$ cat src/design/chcs_pkg.sv
// What this block does
// - Memory mode: drive read data during output enable.
// - I/O mode: output enable reads only config space during I/O cycles.
// - Memory mode: ready high when idle, low busy.
// - Ready low until power-up or reset completes.
// - Reset held since power-up never sticks busy in PC modes.
// - I/O mode interrupt: pulse or level, active low.
// - Fixed-disk mode interrupt is active high.
// - Space select high common, low attribute memory.
// - Ignore DMA grant while no DMA active.
// - Reset input high resets card in PC modes.
// - Reset high from power-up gives one reset.
// - Soft-reset bit performs a card reset.
// - Fixed-disk mode reset input is active low.
`default_nettype none
package chcs_pkg;
  localparam int unsigned CHCS_CLOCK_MHZ = 100;
  localparam int unsigned CHCS_RESET_TIME_NS = 1000;
  localparam int unsigned CHCS_RESET_CYCLES = (CHCS_RESET_TIME_NS * CHCS_CLOCK_MHZ + 999) / 1000;
  localparam int unsigned CHCS_IRQ_PULSE_CYCLES = 4;
  localparam logic [15:0] CHCS_DATA_RESET = 16'h0000;
  typedef enum logic [2:0] {
    CHCS_BUSY = 3'h1,
    CHCS_READY = 3'h2,
    CHCS_HOLD = 3'h4
  } chcs_state_t;
endpackage
`default_nettype wire

$ cat src/design/chcs_control.sv
`default_nettype none
module chcs_control
  import chcs_pkg::*;
#(
  parameter int unsigned RESET_CYCLES = CHCS_RESET_CYCLES,
  parameter int unsigned PULSE_CYCLES = CHCS_IRQ_PULSE_CYCLES
) (
  input wire logic clock, // Internal clock.
  input wire logic rst_b, // Power-on reset, active low.
  input wire logic diskModeSelect_n, // Low selects fixed-disk mode.
  input wire logic ioConfigured, // Card configured for I/O operation.
  input wire logic levelIrqMode, // 1 level interrupt, 0 pulse.
  input wire logic resetPin, // Host reset pin level.
  input wire logic softReset, // Soft-reset bit from option register.
  input wire logic readEnable_n, // Host output-enable strobe.
  input wire logic spaceSelect_n, // High common, low attribute.
  input wire logic ioCycle, // Current cycle is an I/O cycle.
  input wire logic [15:0] commonData, // Common memory read data.
  input wire logic [15:0] attribData, // Info structure and config data.
  input wire logic irqEvent, // One-cycle interrupt event.
  input wire logic irqClear, // Clears a pending level interrupt.
  input wire logic dmaActive, // DMA operation in progress.
  input wire logic dmaGrant_n, // Host DMA grant.
  output logic [15:0] dataOut, // Read data.
  output logic dataOe, // High while card drives data.
  output logic ready, // Ready, low while busy.
  output logic cardInterrupt_n, // I/O mode interrupt.
  output logic diskInterrupt, // Fixed-disk mode interrupt.
  output logic dmaGrantSeen, // Qualified DMA grant.
  output logic fixedDiskMode, // Mode taken at reset release.
  output logic cardInReset // Internal reset in progress.
);
  chcs_state_t state_reg, state_next;
  logic [15:0] cnt_reg, cnt_next;
  logic mode_reg, mode_next;
  logic armed_reg, armed_next;
  logic prevRst_reg, prevRst_next;
  logic prevSoft_reg, prevSoft_next;
  logic [15:0] data_reg, data_next;
  logic oe_reg, oe_next;
  logic pend_reg, pend_next;
  logic [7:0] pulse_reg, pulse_next;
  logic irqN_reg, irqN_next;
  logic irqH_reg, irqH_next;
  logic grant_reg, grant_next;
  logic rstLevel, rstEdge, softEdge;

  always_comb begin
    // Fixed-disk reset is active low; PC modes active high.
    rstLevel = mode_reg ? !resetPin : resetPin;
    // Only a fresh assertion resets, so a pin held since power-up is ignored in PC modes.
    rstEdge = armed_reg && rstLevel && !prevRst_reg;
    softEdge = softReset && !prevSoft_reg;
    state_next = state_reg;
    cnt_next = cnt_reg;
    mode_next = mode_reg;
    armed_next = armed_reg;
    prevRst_next = rstLevel;
    prevSoft_next = softReset;
    unique case (state_reg)
      CHCS_BUSY: begin
        if (cnt_reg == 16'(RESET_CYCLES - 1)) begin
          state_next = CHCS_READY;
          mode_next = !diskModeSelect_n;
          armed_next = 1'b1;
          cnt_next = 16'h0000;
        end else begin
          cnt_next = cnt_reg + 16'h0001;
        end
      end
      CHCS_READY: begin
        if (rstEdge) begin
          state_next = CHCS_HOLD;
        end else if (softEdge) begin
          state_next = CHCS_BUSY;
        end
      end
      CHCS_HOLD: begin
        if (!rstLevel) begin
          state_next = CHCS_BUSY;
        end
      end
      default: state_next = CHCS_BUSY;
    endcase
  end

  always_ff @(posedge clock or negedge rst_b) begin
    if (!rst_b) begin
      state_reg <= CHCS_BUSY;
      cnt_reg <= 16'h0000;
      mode_reg <= 1'b0;
      armed_reg <= 1'b0;
      prevRst_reg <= 1'b1;
      prevSoft_reg <= 1'b1;
    end else begin
      state_reg <= state_next;
      cnt_reg <= cnt_next;
      mode_reg <= mode_next;
      armed_reg <= armed_next;
      prevRst_reg <= prevRst_next;
      prevSoft_reg <= prevSoft_next;
    end
  end

  always_comb begin
    data_next = data_reg;
    oe_next = 1'b0;
    pend_next = pend_reg;
    pulse_next = pulse_reg;
    irqN_next = 1'b1;
    irqH_next = 1'b0;
    grant_next = 1'b0;
    if (state_reg == CHCS_READY && !readEnable_n && !mode_reg) begin
      if (ioCycle) begin
        oe_next = 1'b1;
        data_next = attribData;
      end else begin
        oe_next = 1'b1;
        data_next = spaceSelect_n ? commonData : attribData;
      end
    end
    // A new event wins over a clear in the same cycle.
    if (irqEvent) begin
      pend_next = 1'b1;
      pulse_next = 8'(PULSE_CYCLES);
    end else begin
      if (irqClear) begin
        pend_next = 1'b0;
      end
      if (pulse_reg != 8'h00) begin
        pulse_next = pulse_reg - 8'h01;
      end
    end
    if (state_reg != CHCS_READY) begin
      pend_next = 1'b0;
      pulse_next = 8'h00;
    end
    if (mode_reg) begin
      irqH_next = pend_next;
    end else if (ioConfigured) begin
      irqN_next = levelIrqMode ? !pend_next : (pulse_next == 8'h00);
    end
    grant_next = mode_reg && dmaActive && !dmaGrant_n;
  end

  always_ff @(posedge clock or negedge rst_b) begin
    if (!rst_b) begin
      data_reg <= CHCS_DATA_RESET;
      oe_reg <= 1'b0;
      pend_reg <= 1'b0;
      pulse_reg <= 8'h00;
      irqN_reg <= 1'b1;
      irqH_reg <= 1'b0;
      grant_reg <= 1'b0;
    end else begin
      data_reg <= data_next;
      oe_reg <= oe_next;
      pend_reg <= pend_next;
      pulse_reg <= pulse_next;
      irqN_reg <= irqN_next;
      irqH_reg <= irqH_next;
      grant_reg <= grant_next;
    end
  end

  logic ready_reg, inReset_reg;
  always_ff @(posedge clock or negedge rst_b) begin
    if (!rst_b) begin
      ready_reg <= 1'b0;
      inReset_reg <= 1'b1;
    end else begin
      ready_reg <= (state_next == CHCS_READY);
      inReset_reg <= (state_next != CHCS_READY);
    end
  end

  assign dataOut = data_reg;
  assign dataOe = oe_reg;
  assign ready = ready_reg;
  assign cardInterrupt_n = irqN_reg;
  assign diskInterrupt = irqH_reg;
  assign dmaGrantSeen = grant_reg;
  assign fixedDiskMode = mode_reg;
  assign cardInReset = inReset_reg;
endmodule
`default_nettype wire

$ cat config.mk
export PLATFORM = sky130hd
export DESIGN_NAME = chcs_control
export DESIGN_NICKNAME = d
export VERILOG_FILES = /design/src/design/chcs_pkg.sv /design/src/design/chcs_control.sv
export SDC_FILE = /design/constraint.sdc
export NUM_CORES = 1
export LEC_CHECK = 0
export ABC_AREA = 1
export BUFFER_PORTS_ARGS = -buffer_cell sky130_fd_sc_hd__buf_2
export CAP_MARGIN = 5
export CORE_MARGIN = 10
export CORE_UTILIZATION = 57
export DETAILED_ROUTE_END_ITERATION = 7
export PLACE_DENSITY = 0.87
export SETUP_SLACK_MARGIN = 0.15
export SLEW_MARGIN = 10
export SYNTH_ARGS = -nofsm -noshare
export SYNTH_HDL_FRONTEND = slang
export SYNTH_SLANG_ARGS = --single-unit
export TNS_END_PERCENT = 10
$ cat constraint.sdc
create_clock -name clock -period 5.11 [get_ports clock]
set_clock_uncertainty 0.2 [all_clocks]
set_input_delay 1.022 -clock clock [delete_from_list [all_inputs] [get_ports clock]]
set_output_delay 1.022 -clock clock [all_outputs]
set_load 0.05 [all_outputs]
==> impl_results.md <==
- CTS Root Cell: clkbuf_8
- RSZ-0062 raised after global routing: false
- Finished Core Util: 0.6886
- All-layer global routing usage: 0.1489
- Die area: 8195 um^2
- CORE AREA: 4786 um^2
- Die Y: 90.53 um
- Max cap viols: 0
- WP depth: 1
- Slowest stage cell, crit path: dfrtp_1
- Grt total ovfl: 0
- Clk buf depth: 2
- Minimum clock period: 2.342 ns
- Total CTS buffers: 5
- Post-synth cell types: 34
- First-pass GRT wire length: 10540 um
- Cts hold-fix bufs: 0
- Final Cell Area: 3296 um^2
- Area leader, netlist: dfrtp_1
- Count of final max-slew check failures: 0
- Number of I/O pins: 69
- Residual DRC: 0
- Status: finished, final reports clean
- Routed wire length: 6047 um
- Row count: 25
- Syn nets: 395
- CP Buf/Inv Count: 1
- Area growth syn-to-layout: 16.24%
- Leakage power: 0.001753 uW
- Maximum VDD drop: 0.1826 mV
- Uppermost layer routed: met4
- Most common cell after layout, fill and taps aside: nand2_1
- Asr flop ratio synth: 1.000
- Layout fillers: 383
- Proportion of layout cells with a drive suffix above 1: 0.2585
- Crit path launch type: register
- Hold Crit Class: register to register
- Clock Latency Late Sink: 0.30 ns
- Die width: 90.53 um
- Postcts setup bufs: 0
- Clock Sinks: 54
- Hold Path Depth: 2
- Synth top area share: 0.4325
- Syn avg cell area: 8.194 um^2
- Cells along the critical path: buf_2
- Post-Route M1 WL: 2655 um
- Synthesized area: 2835 um^2
- DR vias/cell: 5.143
- Synthesized flop and latch total: 54
- Critical Path Sink Type: primary output
- Synth area leaders: dfrtp_1 43%, nand2_1 9.4%, nand3_1 7.1%, inv_1 6.0%, nor2_1 4.9%
- Kind of critical path: register to primary output
- Post-synthesis instance total: 346
- R2R setup slack: 3.09 ns
- Sequential fraction of the synthesis area: 0.4788
- Most frequent cells in the layout: 71 x nand2_1, 68 x buf_2, 49 x dfrtp_1
- # diodes: 0
- Period utilization: 0.4583
- Drt pass-1 iters: 4
- Final setup fails: 0
- Initial DRC count: 177
- Warnings from Yosys: 0
- CP max FO: 6
- HPWL after DPL: 4751 um
- Post-synth top flop: dfrtp_1
- Pre-CTS setup slack: 2.579 ns
- Resize count post-CTS: 0
- CP arrival: 1.12 ns
- Final WS setup: 2.768 ns
- RD Place Congestion: 0.9117
- DR vias: 2474
- Crit-path max cell delay: 0.49 ns
- Fin. Hold Viols: 0
- Final #Nets: 462
- Metal3 WL: 505 um
- CTS tree: yes
- Placement-stage cell area: 3201 um^2
- Initial antenna violation count: 0
- Delay-heaviest family, CP: flip-flops
- Slew @ Worst Pin: 0.9958 ns
- Largest net degree at the start of global routing: 55
- Number of enable flip-flop cells after synthesis: 0
- Antenna-violating nets left: 0
- PortBufs: 68
- Final TNS setup: 0 ns
- H-tree depth: 2
- Met2 routed WL: 2833 um
- R2R depth: 7
- Vias in the first global route: 2469
- Initial Util: 0.5924
- Rel. slew slack: 0.3340
- Power Density: 239.4 nW/um^2
- Max Freq: 427.0 MHz
- Required time worst endpoint: 3.89 ns
- Clk slew on worst S/H paths: 0.10 ns
- Wire per inst: 12.57 um
==> through the flow <==
stage / total power [uW] / hold WS [ns] / std cells
final: 789.0 / 0.2601 / 481
after global routing: 822.0 / 0.3018 / 481
after CTS: 793.3 / 0.2645 / 481
after detailed placement: 547.2 / 0.2414 / 473
after global placement: 544.9 / 0.2346 / 473
after floorplan: 506.5 / 0.2225 / 346
==> cell usage after synthesis (5+ instances only) <==
cell type / number
a31oi_1: 16
dfrtp_1: 49
dfstp_2: 5
inv_1: 45
inv_2: 7
nand2_1: 71
nand3_1: 40
nand4_1: 13
nor2_1: 37
o21ai_0: 7
xor2_1: 9
==> routing by layer <==
layer | GRT usage | vias to the layer above
met5 | 0 | -
li1 | - | 1260
met4 | 0.03448 | 0
met1 | 0.1736 | 1121
met2 | 0.2500 | 85
met3 | 0.05902 | 8
==> layout make-up <==
cell class / count / area (um^2) / area share
Tap cell: 67 / 83.83 / 0.02544
Timing Repair Buffer: 69 / 347.8 / 0.1055
Inverter: 54 / 205.2 / 0.06226
Clock inverter: 1 / 8.758 / 0.002658
Sequential cell: 54 / 1358 / 0.4119
Multi-Input combinational cell: 229 / 1206 / 0.3660
Clock buffer: 7 / 86.33 / 0.02620
==> kinds of logic after synthesis <==
family	synth area share
buffers and inverters	0.09576
AOI/OAI and AO/OA	0.06355
xor gates and xnor gates	0.03089
DFF	0.4788
adders and majority gates	0.01324
and+or+nand+nor	0.3177
==> power breakdown <==
group	leakage (uW)	switching [uW]	internal [uW]	total, uW
clock	0.0000489	139	112	252
combinational	0.00101	66.1	28.5	94.6
sequential	0.000695	5.02	438	443
==> final timing paths <==
check,startpoint,endpoint
worst max-delay path,fixedDiskMode$_DFFE_PN0P_,fixedDiskMode
worst min-delay path,armed_reg$_DFFE_PN0P_,armed_reg$_DFFE_PN0P_
worst max register to register,state_reg[0]$_DFF_PN1_,cnt_reg[9]$_DFFE_PN0P_
worst min register to register,armed_reg$_DFFE_PN0P_,armed_reg$_DFFE_PN0P_
max in group asynchronous,rst_b,dataOut[10]$_DFFE_PN0P_
min in group asynchronous,rst_b,dmaGrantSeen$_DFF_PN0_
Power figures use the tool's default switching activity.
